--- src/include/port_c_pkg.sv ---
// Contract
// [RQ1] Pin 5 output enabled drives output latch bit 5, analog select ignored.
// [RQ2] Pin 5 input shows pin level; digital input off while analog selected.
// [RQ3] Pin 5 output may carry the serial port 1 data output.
// [RQ4] Pin 6 output enabled drives output latch bit 6, analog select ignored.
// [RQ5] Pin 7 output enabled drives output latch bit 7, analog select ignored.
// [RQ6] Pin 6 output with analog off carries transceiver 1 transmit data.
// [RQ7] Pin 6 carries sync clock out when output, takes it in when input.
// [RQ8] Pin 7 input with analog off feeds transceiver 1 receive data.
// [RQ9] Pin 7 carries sync data out when output, takes it in when input.
// [RQ10] Pin 6 carries compare unit 3 output, or feeds its capture when input.
// [RQ11] Pin 6 output may carry PWM 3 output A.
// [RQ12] Pin 7 output may carry PWM 3 output B.
// [RQ13] Pin map bit set routes its remappable function to the default pin.
// [RQ14] Pin map bit clear routes its remappable function to the alternate pin.
// [RQ15] Unimplemented register bits, like analog select bits 1 and 0, read zero.
// [RQ16] Several enabled outputs on one pin: highest priority peripheral wins.
// [RQ17] Digital outputs still drive a pin in analog mode, same priority; pin 6 transmit is cut off here while pin 6 is analog.
// [RQ18] Pin level bit reads zero while its digital input is disabled.
package port_c_pkg;
    localparam logic [7:0] OFS_OUTPUT_LATCH = 8'h00;
    localparam logic [7:0] OFS_PIN_LEVEL = 8'h04;
    localparam logic [7:0] OFS_DIRECTION = 8'h08;
    localparam logic [7:0] OFS_ANALOG_SELECT = 8'h0c;
    localparam logic [7:0] OFS_SLEW = 8'h10;
    localparam logic [7:0] OFS_PIN_MAP = 8'h14;
    localparam logic [7:0] RST_OUTPUT_LATCH = 8'h00;
    localparam logic [7:0] RST_DIRECTION = 8'hff;
    localparam logic [7:0] RST_ANALOG_SELECT = 8'hfc;
    localparam logic [7:0] RST_SLEW = 8'h07;
    localparam logic [7:0] RST_PIN_MAP = 8'h0f;
    localparam logic [7:0] MASK_ANALOG_SELECT = 8'hfc;
    localparam logic [7:0] MASK_SLEW = 8'h07;
    localparam logic [7:0] MASK_PIN_MAP = 8'h0f;
    localparam int MAP_CCU2_BIT = 0;
    localparam int MAP_CCU3_BIT = 1;
    localparam int MAP_TIMER3_CLOCK_BIT = 2;
    localparam int MAP_PWM2B_BIT = 3;
    localparam int FIRST_PIN = 5;
    localparam int PIN_COUNT = 3;
    localparam int SLOTS = 4;
endpackage

--- src/include/port_c_mux_if.sv ---
`timescale 1ns/1ps
`default_nettype none
interface port_c_mux_if;
    logic [2:0] latch_bit;
    // Slot 3 has the highest priority
    logic [3:0] pin5_en;
    logic [3:0] pin5_val;
    logic [3:0] pin6_en;
    logic [3:0] pin6_val;
    logic [3:0] pin7_en;
    logic [3:0] pin7_val;
    logic [2:0] pad_out;
    modport ctrl (
        output latch_bit, pin5_en, pin5_val, pin6_en, pin6_val, pin7_en, pin7_val,
        input pad_out
    );
    modport mux (
        input latch_bit, pin5_en, pin5_val, pin6_en, pin6_val, pin7_en, pin7_val,
        output pad_out
    );
endinterface
`default_nettype wire

--- src/core/port_pin_sync.sv ---
`timescale 1ns/1ps
`default_nettype none
module port_pin_sync #(
    parameter int WIDTH = 3
) (
    input wire logic clk,
    input wire logic reset,
    input wire logic ce,
    input wire logic [WIDTH-1:0] async_in,
    output logic [WIDTH-1:0] level_out
);
    typedef struct packed {
        logic [WIDTH-1:0] stage1;
        logic [WIDTH-1:0] stage2;
    } sync_state_s;

    sync_state_s sync_q;
    sync_state_s sync_d;

    // First stage feeds only the second
    always_comb
    begin
        sync_d = sync_q;
        sync_d.stage1 = async_in;
        sync_d.stage2 = sync_q.stage1;
    end

    always_ff @(posedge clk)
    begin
        if (reset)
            sync_q <= '0;
        else if (ce)
            sync_q <= sync_d;
    end

    assign level_out = sync_q.stage2;
endmodule
`default_nettype wire

--- src/core/port_c_out_mux.sv ---
`timescale 1ns/1ps
`default_nettype none
module port_c_out_mux (
    port_c_mux_if.mux bus
);
    // Higher slots overwrite lower ones, the latch is the floor
    function automatic logic pick(
        input logic [3:0] en,
        input logic [3:0] val,
        input logic latch
    );
        logic r;
        r = latch;
        for (int i = 0; i < port_c_pkg::SLOTS; i++)
        begin
            if (en[i])
                r = val[i];
        end
        return r;
    endfunction

    assign bus.pad_out[0] = pick(bus.pin5_en, bus.pin5_val, bus.latch_bit[0]); // [RQ16]
    assign bus.pad_out[1] = pick(bus.pin6_en, bus.pin6_val, bus.latch_bit[1]); // [RQ16]
    assign bus.pad_out[2] = pick(bus.pin7_en, bus.pin7_val, bus.latch_bit[2]); // [RQ16]
endmodule
`default_nettype wire

--- src/core/port_c_upper_pin_mux.sv ---
// Chosen here: the address map and the APB slave port.
`timescale 1ns/1ps
`default_nettype none
module port_c_upper_pin_mux (
    input wire logic CLK,
    input wire logic RESET,
    input wire logic CE,
    input wire logic PSEL,
    input wire logic PENABLE,
    input wire logic PWRITE,
    input wire logic [7:0] PADDR,
    input wire logic [31:0] PWDATA,
    input wire logic [3:0] PSTRB,
    output logic [31:0] PRDATA,
    output logic PREADY,
    output logic PSLVERR,
    input wire logic [2:0] PIN_IN,
    output logic [2:0] PIN_OUT,
    output logic [2:0] PIN_OE_N,
    input wire logic SERIAL_PORT1_DATA_OUT,
    input wire logic SERIAL_PORT1_DATA_OUT_EN,
    input wire logic TRANSCEIVER1_TRANSMIT,
    input wire logic TRANSCEIVER1_TRANSMIT_EN,
    input wire logic TRANSCEIVER1_SYNC_CLOCK_OUT,
    input wire logic TRANSCEIVER1_SYNC_CLOCK_OUT_EN,
    input wire logic TRANSCEIVER1_SYNC_DATA_OUT,
    input wire logic TRANSCEIVER1_SYNC_DATA_OUT_EN,
    input wire logic CAPTURE_COMPARE_3_OUT,
    input wire logic CAPTURE_COMPARE_3_OUT_EN,
    input wire logic PWM3_OUTPUT_A,
    input wire logic PWM3_OUTPUT_A_EN,
    input wire logic PWM3_OUTPUT_B,
    input wire logic PWM3_OUTPUT_B_EN,
    output logic TRANSCEIVER1_RECEIVE,
    output logic TRANSCEIVER1_SYNC_CLOCK_IN,
    output logic TRANSCEIVER1_SYNC_DATA_IN,
    output logic CAPTURE_COMPARE_3_IN,
    output logic PWM2B_ON_DEFAULT_PIN,
    output logic TIMER3_CLOCK_ON_DEFAULT_PIN,
    output logic CCU3_ON_DEFAULT_PIN,
    output logic CCU2_ON_DEFAULT_PIN,
    output logic [2:0] ANALOG_SELECT_UPPER,
    output logic [2:0] SLEW_RATE_LIMIT
);
    typedef enum {
        SEL_LATCH,
        SEL_LEVEL,
        SEL_DIRECTION,
        SEL_ANALOG,
        SEL_SLEW,
        SEL_MAP,
        SEL_NONE
    } reg_sel_e;

    typedef struct packed {
        logic [7:0] output_latch_c;
        logic [7:0] direction_c;
        logic [7:0] analog_select_c;
        logic [7:0] slew_rate_control;
        logic [7:0] pin_map;
        logic ready;
        logic err;
        logic [31:0] rdata;
        logic [2:0] pad_out;
        logic [2:0] pad_oe_n;
        logic receive;
        logic sync_clock_in;
        logic sync_data_in;
        logic capture_in;
    } top_state_s;

    top_state_s state_q;
    top_state_s state_d;

    logic [2:0] pin_level;
    logic [2:0] dir_upper;
    logic [2:0] ansel_upper;
    logic [2:0] digital_in;
    logic ccu3_here;
    logic access;
    reg_sel_e sel;

    port_c_mux_if mux_bus ();

    port_pin_sync #(
        .WIDTH(port_c_pkg::PIN_COUNT)
    ) u_sync (
        .clk(CLK),
        .reset(RESET),
        .ce(CE),
        .async_in(PIN_IN),
        .level_out(pin_level)
    );

    port_c_out_mux u_mux (
        .bus(mux_bus)
    );

    // Shared by the read path and the write path
    function automatic reg_sel_e decode(input logic [7:0] addr);
        reg_sel_e s;
        s = SEL_NONE;
        case (addr)
            port_c_pkg::OFS_OUTPUT_LATCH: s = SEL_LATCH;
            port_c_pkg::OFS_PIN_LEVEL: s = SEL_LEVEL;
            port_c_pkg::OFS_DIRECTION: s = SEL_DIRECTION;
            port_c_pkg::OFS_ANALOG_SELECT: s = SEL_ANALOG;
            port_c_pkg::OFS_SLEW: s = SEL_SLEW;
            port_c_pkg::OFS_PIN_MAP: s = SEL_MAP;
            default: s = SEL_NONE;
        endcase
        return s;
    endfunction

    assign dir_upper = state_q.direction_c[port_c_pkg::FIRST_PIN +: port_c_pkg::PIN_COUNT];
    assign ansel_upper = state_q.analog_select_c[port_c_pkg::FIRST_PIN +: port_c_pkg::PIN_COUNT];
    // Analog select turns the digital input buffer off
    assign digital_in = pin_level & ~ansel_upper; // [RQ2]
    // Compare unit 3 sits here only on its alternate assignment
    assign ccu3_here = ~state_q.pin_map[port_c_pkg::MAP_CCU3_BIT]; // [RQ14]
    assign access = PSEL & PENABLE;
    assign sel = decode(PADDR);

    // Peripheral requests per pin, slot 3 highest; analog select is a term only in the
    // pin 6 transmit enable, other digital outputs keep driving the pin in analog mode
    assign mux_bus.latch_bit = // [RQ1] [RQ4] [RQ5]
        state_q.output_latch_c[port_c_pkg::FIRST_PIN +: port_c_pkg::PIN_COUNT];
    assign mux_bus.pin5_en = {SERIAL_PORT1_DATA_OUT_EN, 3'h0}; // [RQ3] [RQ17]
    assign mux_bus.pin5_val = {SERIAL_PORT1_DATA_OUT, 3'h0}; // [RQ3]
    assign mux_bus.pin6_en = {
        PWM3_OUTPUT_A_EN & ccu3_here,
        CAPTURE_COMPARE_3_OUT_EN & ccu3_here,
        TRANSCEIVER1_TRANSMIT_EN & ~ansel_upper[1],
        TRANSCEIVER1_SYNC_CLOCK_OUT_EN
    }; // [RQ6] [RQ7] [RQ10] [RQ11] [RQ16] [RQ17]
    assign mux_bus.pin6_val = {
        PWM3_OUTPUT_A,
        CAPTURE_COMPARE_3_OUT,
        TRANSCEIVER1_TRANSMIT,
        TRANSCEIVER1_SYNC_CLOCK_OUT
    }; // [RQ6] [RQ7] [RQ10] [RQ11]
    assign mux_bus.pin7_en = {
        PWM3_OUTPUT_B_EN,
        TRANSCEIVER1_SYNC_DATA_OUT_EN,
        2'h0
    }; // [RQ9] [RQ12] [RQ16] [RQ17]
    assign mux_bus.pin7_val = {
        PWM3_OUTPUT_B,
        TRANSCEIVER1_SYNC_DATA_OUT,
        2'h0
    }; // [RQ9] [RQ12]

    always_comb
    begin
        state_d = state_q;

        // Pad drive is registered so every pin output comes from a flop;
        // costs one cycle of latency on every peripheral output
        state_d.pad_out = mux_bus.pad_out;
        state_d.pad_oe_n = dir_upper; // [RQ1] [RQ4] [RQ5]

        // Inputs toward peripherals follow the direction bit
        state_d.receive = dir_upper[2] ? digital_in[2] : 1'b1; // [RQ8]
        state_d.sync_clock_in = dir_upper[1] & digital_in[1]; // [RQ7]
        state_d.sync_data_in = dir_upper[2] & digital_in[2]; // [RQ9]
        state_d.capture_in = dir_upper[1] & ccu3_here & digital_in[1]; // [RQ10]

        // Answer in the second access cycle; read data is registered at the same edge
        // as PREADY, so it is already stable while PREADY is high
        state_d.ready = access & ~state_q.ready;
        if (access & ~state_q.ready)
        begin
            state_d.err = (sel == SEL_NONE);
            state_d.rdata = '0;
            unique case (sel)
                SEL_LATCH: state_d.rdata[7:0] = state_q.output_latch_c;
                SEL_LEVEL:
                begin
                    // Lower pins are outside this block and read zero
                    state_d.rdata[port_c_pkg::FIRST_PIN +: port_c_pkg::PIN_COUNT] =
                        digital_in; // [RQ2] [RQ18]
                end
                SEL_DIRECTION: state_d.rdata[7:0] = state_q.direction_c;
                SEL_ANALOG:
                begin
                    state_d.rdata[7:0] =
                        state_q.analog_select_c & port_c_pkg::MASK_ANALOG_SELECT; // [RQ15]
                end
                SEL_SLEW:
                begin
                    state_d.rdata[7:0] =
                        state_q.slew_rate_control & port_c_pkg::MASK_SLEW; // [RQ15]
                end
                SEL_MAP:
                begin
                    state_d.rdata[7:0] = state_q.pin_map & port_c_pkg::MASK_PIN_MAP; // [RQ15]
                end
                SEL_NONE: state_d.rdata = '0;
            endcase
        end

        // Writes land only at the edge where PREADY is sampled high
        if (access & state_q.ready & PWRITE & PSTRB[0] & ~state_q.err)
        begin
            unique case (sel)
                SEL_LATCH: state_d.output_latch_c = PWDATA[7:0];
                // Writing the pin level register writes the latch
                SEL_LEVEL: state_d.output_latch_c = PWDATA[7:0];
                SEL_DIRECTION: state_d.direction_c = PWDATA[7:0];
                SEL_ANALOG:
                begin
                    state_d.analog_select_c =
                        PWDATA[7:0] & port_c_pkg::MASK_ANALOG_SELECT; // [RQ15]
                end
                SEL_SLEW:
                begin
                    state_d.slew_rate_control = PWDATA[7:0] & port_c_pkg::MASK_SLEW;
                end
                SEL_MAP:
                begin
                    state_d.pin_map = PWDATA[7:0] & port_c_pkg::MASK_PIN_MAP; // [RQ13] [RQ14]
                end
                SEL_NONE:
                begin
                end
            endcase
        end
        // Error flag stands only beside PREADY, so PSLVERR can come straight
        // from its flop; the write guard above still sees it at the ready edge
        if (!(access & ~state_q.ready))
        begin
            state_d.err = 1'b0;
        end
    end

    always_ff @(posedge CLK)
    begin
        if (RESET)
        begin
            state_q <= '0;
            state_q.output_latch_c <= port_c_pkg::RST_OUTPUT_LATCH;
            state_q.direction_c <= port_c_pkg::RST_DIRECTION;
            state_q.analog_select_c <= port_c_pkg::RST_ANALOG_SELECT;
            state_q.slew_rate_control <= port_c_pkg::RST_SLEW;
            state_q.pin_map <= port_c_pkg::RST_PIN_MAP;
            // Pins come up undriven and receive line idles high
            state_q.pad_oe_n <= '1;
            state_q.receive <= 1'b1;
        end
        else if (CE)
        begin
            state_q <= state_d;
        end
    end

    assign PRDATA = state_q.rdata;
    assign PREADY = state_q.ready;
    assign PSLVERR = state_q.err;
    assign PIN_OUT = state_q.pad_out;
    assign PIN_OE_N = state_q.pad_oe_n;
    assign TRANSCEIVER1_RECEIVE = state_q.receive;
    assign TRANSCEIVER1_SYNC_CLOCK_IN = state_q.sync_clock_in;
    assign TRANSCEIVER1_SYNC_DATA_IN = state_q.sync_data_in;
    assign CAPTURE_COMPARE_3_IN = state_q.capture_in;
    // Set means default pin, clear means alternate pin
    assign PWM2B_ON_DEFAULT_PIN = state_q.pin_map[port_c_pkg::MAP_PWM2B_BIT]; // [RQ13] [RQ14]
    assign TIMER3_CLOCK_ON_DEFAULT_PIN =
        state_q.pin_map[port_c_pkg::MAP_TIMER3_CLOCK_BIT]; // [RQ13] [RQ14]
    assign CCU3_ON_DEFAULT_PIN = state_q.pin_map[port_c_pkg::MAP_CCU3_BIT]; // [RQ13] [RQ14]
    assign CCU2_ON_DEFAULT_PIN = state_q.pin_map[port_c_pkg::MAP_CCU2_BIT]; // [RQ13] [RQ14]
    assign ANALOG_SELECT_UPPER = ansel_upper;
    assign SLEW_RATE_LIMIT = state_q.slew_rate_control[2:0];
endmodule
`default_nettype wire

--- config.mk ---
export PLATFORM = sky130hd
export DESIGN_NAME = port_c_upper_pin_mux
export DESIGN_NICKNAME = d
export VERILOG_FILES = /design/src/include/port_c_pkg.sv /design/src/include/port_c_mux_if.sv /design/src/core/port_pin_sync.sv /design/src/core/port_c_out_mux.sv /design/src/core/port_c_upper_pin_mux.sv
export SDC_FILE = /design/constraint.sdc
export NUM_CORES = 1
export LEC_CHECK = 0
export ABC_AREA = 1
export BUFFER_PORTS_ARGS = -buffer_cell sky130_fd_sc_hd__buf_4
export CAP_MARGIN = 20
export CORE_UTILIZATION = 52
export DETAILED_ROUTE_END_ITERATION = 7
export GPL_ROUTABILITY_DRIVEN = 1
export PLACE_DENSITY = 0.86
export SYNTH_ARGS = -nofsm -noshare
export SYNTH_HDL_FRONTEND = slang
export SYNTH_SLANG_ARGS = --single-unit
--- constraint.sdc ---
create_clock -name CLK -period 4.1 [get_ports CLK]
set_input_delay 0 -clock CLK [delete_from_list [all_inputs] [get_ports CLK]]
set_output_delay 0 -clock CLK [all_outputs]
set_load 0.02 [all_outputs]
=== After elaboration in Yosys (flattened, before gate mapping) ===
Cells that the tools add are included.

* Bits in registers: 55
* Bits of input ports: 67

* Equality and inequality tests: 12
* Muxes and demuxes: 12
* Bitwise operators: 19
* Reduce and logical (&&, ||, !) cells: 10

{| class="wikitable"
|+ Operator list
! operator !! count
|-
| $eq 32x4->1 const B || 1
|-
| $logic_not 32->1 || 1
|-
| $pmux 5 s5 || 1
|-
| $pmux 3 s6 || 1
|-
| $eq 8x4->1 const B || 2
|-
| $eq 8x5->1 const B || 2
|-
| $pmux 3 s5 || 1
|-
| $reduce_and 3->1 || 5
|-
| $and 1x1->1 || 13
|-
| $eq 3x3->1 const B || 3
|-
| $mux 1 || 9
|-
| $eq 8x3->1 const B || 1
|-
| $logic_not 8->1 || 1
|-
| $eq 3x2->1 const B || 2
|-
| $not 1->1 || 4
|-
| $and 3x3->3 || 1
|-
| $eq 3x1->1 const B || 1
|-
| $not 3->3 || 1
|-
| $reduce_or 3->1 || 1
|-
| $reduce_and 2->1 || 1
|-
| $reduce_or 2->1 || 1
|}

=== Logic depth before layout (Yosys ltp) ===
Gate-level depths: netlist (run 1).

* Depth after elaboration: 6
* Gate-level depth with buffers: 14
* Depth with buffers taken out: 14

=== Hierarchy ===
A second synthesis (run 1) with hierarchy kept.

* Cell total of the unflattened synthesis: 430
* Area, all modules: 3121.7 um^2

{| class="wikitable"
|+ By module, submodules not included
! module !! instances !! cells each !! area each (um^2)
|-
| port_c_upper_pin_mux || 1 || 350 || 2705.1
|-
| port_pin_sync || 1 || 38 || 247.7
|-
| port_c_out_mux || 1 || 42 || 168.9
|}

=== Least setup slack after synthesis (run 1) ===
OpenSTA, ideal clock, no wires.

* Path type: input to register
* Start: input port PADDR[7]
* End: register state_q, in the netlist ANALOG_SELECT_UPPER[2]
* Library setup time: 138 ps
* Data arrival time: 1521 ps
* Data required time: 3962 ps
* Path slack: 2441 ps
* Stages on the path: 11
* Path buffers: 0
* Path through: nor2_2 > nand3_1 > nor2_2 > inv_2 > ha_1 > o21ai_1 > nand2_2 > nor2_4 > nand2_1 > nand2_1 > o211ai_1

* Word-level cells in the longest chain between the ends: 4
* Elaborated cells between the ends (all ways): 9
* Those cells by class: eq/ne: 6; mux: 1; reduce/logical: 2

{| class="wikitable"
|+ Ends and longest elaborated chain
! element !! line !! text
|-
| from (decl) || port_c_upper_pin_mux.sv:11 || <nowiki>input wire logic [7:0] PADDR,</nowiki>
|-
| $eq 8x5->1, or another cell as far along || port_c_upper_pin_mux.sv:103 || <nowiki>case (addr)</nowiki>
|-
| $pmux 3 s6 (*) || port_c_upper_pin_mux.sv:103 ||
|-
| $eq 3x2->1 (*) || port_c_upper_pin_mux.sv:205 || <nowiki>unique case (sel)</nowiki>
|-
| $reduce_and 3->1 (no source line) (*) || n/a ||
|-
| to (signal assigned) || port_c_upper_pin_mux.sv:252 || <nowiki>state_q <= state_d;</nowiki>
|-
| to (decl) || port_c_upper_pin_mux.sv:72 || <nowiki>top_state_s state_q;</nowiki>
|}

Every way passes the cells marked *; elsewhere a longest branch is shown, timed or not.
A chain may end at the register's enable or synchronous reset.

=== Worst setup path in the final report (run 1) ===
* Start: input port PADDR[1]
* End: register state_q, in the netlist ANALOG_SELECT_UPPER[2]

Same word-level chain as after synthesis.

==> metrics, run 1 <==
max_cap viols 0; DR vias 2747; vias in the first global route 2540; internal power 711 uW; sw power 250 uW; port bufs 69; Area growth, synth to finish 20.3%; clock power share 29.6%; critical path required time 4.29 ns; CTS tree yes; Synth Instances 403; I/O Pins 121; Post-Route WL 6830 microns; Seq/Total Area, Yosys 38.3%; GPL Wtd Cong 0.860; total global-route track usage 23.4%; final setup violation count 0; nets 534; power share of the sequential group 56.9%; buffers from clock root to sink, at most 2; yosys warns 0; Pre-antenna DRT Iters 5; post-route ant nets 0; initial antenna violation count 0; startpoint types primary input; fin. max-slew vios 0; first-pass GRT wire length 11100 microns; Fill cells 433; core area 5200 sq um; area share of the largest cell type after synthesis 38.3%; Overflow after GRT 0; critical path type primary input to flop; worst vdd ir 0.177 mV; CTS Buf Count 5; Tot Pwr 961 uW; DPL Wire Length 4890 microns; Antenna Diode Count 0; Starting Density 55.2%; 1st-iter DRT viols 192; synth top area cells dfxtp_1 38%, nand2_1 13%, buf_4 12%; post-CTS setup buffers 0; Via density 5.13; clk_lat worst skew 0.30 ns; mapped cell area 2870 sq um; DRC 0; PD cells 278 nW/um^2; post-CTS sizing 0; die width 76.3 microns; cell area after layout 3450 sq um; hold crit path type primary input to flop; Routed wire per std cell 12.8 microns; Placement Cell Area 3210 sq um; Mean Syn Cell Area 7.13 sq um; largest net degree at the start of global routing 42; FF+latch count, synth 55; leakage power 1.65 nW; setup tns final 0 ns; status finished clean; Unique masters post-synth 30; final hold slack 0.0171 ns; Worst Setup End Kind flop; die area 5820 sq um; Final Hold Fails 0; clock tree sinks 55; chip height 76.3 microns; share of layout cells above drive strength 1 21.5%; Max FO, Critical Path 10; Max Freq 521 MHz; Final Skew 0.00650 ns; sw frac 26.0%; clk slew on worst S/H paths 0.09 ns; register area 1100 sq um; WP data arrival 2.11 ns; Min Clock Period, post-route 1.92 ns; Period Utilization, post-route 46.9%; multi-input logic area 1330 sq um; RSZ-0062 raised after global routing false; Synth area leader dfxtp_1; Root Driver clkbuf_8; Comb power frac 13.5%; # H-tree levels 2; row cnt 26
worst paths after layout:
check | startpoint | depth (start not counted) | end | slack [ns]
max | PADDR[1] | 12 | ANALOG_SELECT_UPPER[2]$_SDFFE_PP1P_ | 2.18
min | PWM3_OUTPUT_A | 3 | PIN_OUT[1]$_SDFFE_PP0P_ | 0.02
max reg2reg | PREADY$_SDFFE_PP0P_ | 7 | mux_bus.latch_bit[2]$_SDFFE_PP0P_ | 2.25
min reg2reg | state_q[79]$_SDFFE_PP0P_ | 2 | state_q[79]$_SDFFE_PP0P_ | 0.46
Yosys cell counts (all sizes together):
library cell,count
ha,1
nand2,101
clkinv,4
conb,1
nand3b,1
o31ai,1
o21ai,22
buf,45
inv,39
o22ai,1
o21bai,1
nor2,33
o211ai,14
clkbuf,7
a21oi,26
nand3,34
nor3,3
nand4,11
nor4,1
a211oi,1
dfxtp,55
and2,1
repair_timing:
| action | CTS | global route |
|---|---|---|
| endpoints found under the hold margin | 36 | 0 |
| endpoints found under the setup margin | 0 | 0 |
| hold buffers | 14 | 0 |
power groups by stage:
| stage | registers [mW] | clock network (mW) | logic, mW |
|---|---|---|---|
| 2_1_floorplan | 0.560 | 0 | 0.0844 |
| 3_3_place_gp | 0.559 | 0 | 0.112 |
| 3_5_place_dp | 0.559 | 0 | 0.114 |
| 4_1_cts | 0.547 | 0.290 | 0.126 |
| 5_1_grt | 0.548 | 0.310 | 0.141 |
| 6_report | 0.547 | 0.284 | 0.130 |
area by class of cell:
type                    count  area share (%)
flip-flops and latches     55            31.9
well taps                  70            2.54
repair buffers             85            20.1
clock buffers               5            1.99
inverters                  43            4.67
multi-input cells         276            38.6
clock inverters             1           0.217
cell families after synthesis:
logic type / share of synthesized area [%]
AO/OA/AOI/OAI: 13.0
buffers and inverters: 18.2
AND/OR/NAND/NOR: 29.8
other: 0.131
flip-flops: 38.3
adder cells (fa/ha/maj): 0.436
state kept, by name (all words and copies together), names as in the netlist, 3 cells and up:
signal and cells:
ANALOG_SELECT_UPPER 3, PIN_OUT 3, state_q 13, PIN_OE_N 3
dir_upper 3, SLEW_RATE_LIMIT 3, u_sync.sync_d 3, PRDATA 8
mux_bus.latch_bit 3, u_sync.level_out 3
layer usage:
layer,up-vias,wire [microns],global-route usage [%]
li1,1368,-,-
met1,1250,2890,28.4
met2,114,3450,41.4
met3,15,380,4.19
met4,0,122,8.27
met5,-,0,0
critical path: stages:
cell and delay, ns:
buf_4 0.12, nor2_4 0.15, nand2_2 0.09, nor2_2 0.33, inv_2 0.13, ha_1 0.23, o21ai_1 0.12, nand2_2 0.17
nor2_4 0.26, nand2_1 0.28, nand2_1 0.12, o211ai_1 0.09
through the flow:
stage	instances	worst slack, ns	util [%]
6_report	535	2.18	66.3
5_1_grt	535	1.99	66.3
4_1_cts	534	1.88	65.8
3_5_place_dp	514	1.84	61.7
3_3_place_gp	514	1.93	61.7
2_1_floorplan	426	2.44	-
cell usage in the layout (no fill, tap or decap), types with 4 or more instances in the layout:
cell	synthesis	routed
inv_2	6	6
nand4_1	11	11
nor2_2	4	4
nand3_1	31	31
dlygate4sd3_1	0	14
clkinv_1	4	4
buf_4	44	70
o211ai_1	14	14
inv_1	33	33
nor2_1	24	24
dfxtp_1	55	55
clkbuf_8	0	5
nand2_1	98	98
a21oi_1	26	26
o21ai_0	19	19
nor2_4	5	5
conb_1	1	24
Note: power is estimated with default switching activity, not from simulation.
==> run 2, diff against run 1 <==
--- a/config.mk
+++ b/config.mk
@@ -8,10 +8,10 @@
 export ABC_AREA = 1
 export BUFFER_PORTS_ARGS = -buffer_cell sky130_fd_sc_hd__buf_4
 export CAP_MARGIN = 20
-export CORE_UTILIZATION = 52
+export CORE_UTILIZATION = 43
 export DETAILED_ROUTE_END_ITERATION = 7
 export GPL_ROUTABILITY_DRIVEN = 1
-export PLACE_DENSITY = 0.86
+export PLACE_DENSITY = 0.76
 export SYNTH_ARGS = -nofsm -noshare
 export SYNTH_HDL_FRONTEND = slang
 export SYNTH_SLANG_ARGS = --single-unit
==> constraint.sdc (replaced) <==
create_clock -name CLK -period 1.6 [get_ports CLK]
set_input_delay 0 -clock CLK [delete_from_list [all_inputs] [get_ports CLK]]
set_output_delay 0 -clock CLK [all_outputs]
set_load 0.02 [all_outputs]
==> run 2 against run 1 <==
Flip-flop and latch count is the same. Utilization shrank 8.0 points. First-iteration DRC count grew 42%. Critical path depth shrank 5. Global-route usage shrank 2.5 points. Clock power grew to 3.0 times the previous value. Setup slack lost 2.0 ns. Final cell count grew 6.5%. Clock-buffer cell count is the same. Die area grew 20%. Via count grew 3.5%. Register-to-register slack lost 2.1 ns. Critical path type is now flop to flop. Largest cell class unchanged.
==> metrics, run 2 (synthesis gave the netlist of run 1 again) <==
Routed wire per std cell 12.7 microns; Period Utilization, post-route 91.8%; vias in the first global route 2612; GPL Wtd Cong 0.889; Largest Register state_q; DP Cell Count 546; Antenna Diode Count 0; most common cell after layout, fill and taps aside nand2_1; largest net degree at the start of global routing 42; Starting Density 45.0%; nets 560; status finished clean; chip height 83.7 microns; met2 GRT Util 35.0%; Max FO, Critical Path 5; GRT Max-Usage Layer met2; Tot Pwr 2.60 mW; GRT met3 Usage 3.86%; Place WS -0.166 ns; clk slew on worst S/H paths 0.11 ns; slowest stage cell, crit path dfxtp_1; reg2reg start PSLVERR$_SDFFE_PP0P_; DPL Wire Length 5310 microns; hold crit path type primary input to flop; Setup crit end SLEW_RATE_LIMIT[2]$_SDFFE_PP1P_; fin. max-slew vios 0; worst vdd ir 0.413 mV; Top delay family on crit path simple AND/OR/NAND/NOR gates; DRC 0; RSZ-0062 raised after global routing false; Final Skew 0.00852 ns; crit-path cells nor4_4 -> nand2_1 -> clkinv_1 -> buf_4 -> nand2_1 -> nand2_1 -> o211ai_1; Min Clock Period, post-route 1.47 ns; Final Hold Fails 0; Reg2Reg Setup Slack 0.13 ns; DR vias 2844; Fill cells 577; share of layout cells above drive strength 1 26.6%; row cnt 29; final std cells w/o fill 570; core area 6390 sq um; die area 7010 sq um; CTS Buf Count 5; Root Driver clkbuf_8; Post-Route WL 7260 microns; WP buf/inv 2; 1st-iter DRT viols 273; Reg2Reg Capture Point SLEW_RATE_LIMIT[2]$_SDFFE_PP1P_; Pre-antenna DRT Iters 4; PD cells 699 nW/um^2; Worst Setup End Kind flop; first-pass GRT wire length 12000 microns; critical path required time 1.79 ns; port bufs 69; met1 Use GR 26.6%; Levels on crit path 7; Via density 4.99; I/O Pins 121; clock tree sinks 55; post-route ant nets 0; setup tns final 0 ns; buffers from clock root to sink, at most 2; most frequent cells in the layout 98 x nand2_1, 94 x buf_4, 55 x dfxtp_1; fin worst setup slack 0.132 ns; final setup violation count 0; startpoint types flop; WP data arrival 1.66 ns; Area growth, synth to finish 29.8%; die width 83.7 microns; Largest stage delay, worst path 0.35 ns; initial antenna violation count 0; max_cap viols 0; Overflow after GRT 0; max FFs per register 13; Most common cell on crit path nand2_1; crit path launch PSLVERR$_SDFFE_PP0P_; total global-route track usage 20.9%; # H-tree levels 2; clk_lat worst skew 0.32 ns; Max Freq 681 MHz; CTS tree yes; R2R depth 7; leakage power 1.79 nW; critical path type flop to flop
## run 2: cell types whose count changed in the layout (fill, tap and decap cells not counted), sizes merged
cell	before	now
clkinvlp	1	0
buf	71	95
dlygate4sd3	14	16
inv	39	42
## run 2: worst min path at each step
stage | startpoint | to | cells after the start
detailed placement | PIN_IN[1] | u_sync.sync_d[1]$_SDFFE_PP0P_ | 3
global route | CE | PIN_OE_N[0]$_SDFFE_PP1P_ | 3
floorplan | RESET | PRDATA[0]$_SDFFE_PP0P_ | 1
CTS | CE | PIN_OE_N[0]$_SDFFE_PP1P_ | 3
global placement | PIN_IN[1] | u_sync.sync_d[1]$_SDFFE_PP0P_ | 3
finish | CE | PIN_OE_N[0]$_SDFFE_PP1P_ | 3
## run 2: layout make-up
type                            count  area, sq um  area share [%]
Clock buffer                        5         68.8            1.85
Clock inverter                      3         33.8           0.907
Inverter                           43          161            4.33
Multi-Input combinational cell    276         1380            37.0
Sequential cell                    55         1100            29.6
Tap cell                           77         96.3            2.59
Timing Repair Buffer              111          886            23.8
## run 2: metrics by stage
| step | utilization, % | area (sq um) | hold WS (ns) |
|---|---|---|---|
| floorplan | - | 2980 | 0.0691 |
| global placement | 53.8 | 3440 | 0.228 |
| detailed placement | 53.8 | 3440 | 0.233 |
| CTS | 58.1 | 3710 | 0.0211 |
| global route | 58.3 | 3730 | 0.0346 |
| finish | 58.3 | 3730 | 0.0249 |
## run 2: tightest hold or removal path: stages
cell,delay (ns)
buf_4,0.17
nand2_1,0.07
nand3_1,0.06
## run 2: timing repair
item                                    in CTS  in global routing
endpoints found under the setup margin       6                 18
pin swaps                                    0                  0
hold buffers                                16                  0
endpoints found under the hold margin       38                  0
setup buffers                                0                  0
resized for setup                            1                  5
## run 2: power by group
group          total, mW  switching (mW)  internal (mW)
sequential          1.40          0.0123           1.39
combinational      0.351           0.203          0.148
clock              0.849           0.515          0.334
total               2.60           0.731           1.87
## run 2: routing by layer
metal / vias up / share of wire (%) / wire length [microns]
li1: 1425 / - / -
met1: 1301 / 43 / 3150
met2: 108 / 48 / 3520
met3: 10 / 7.0 / 505
met4: 0 / 1.1 / 82
met5: - / 0 / 0
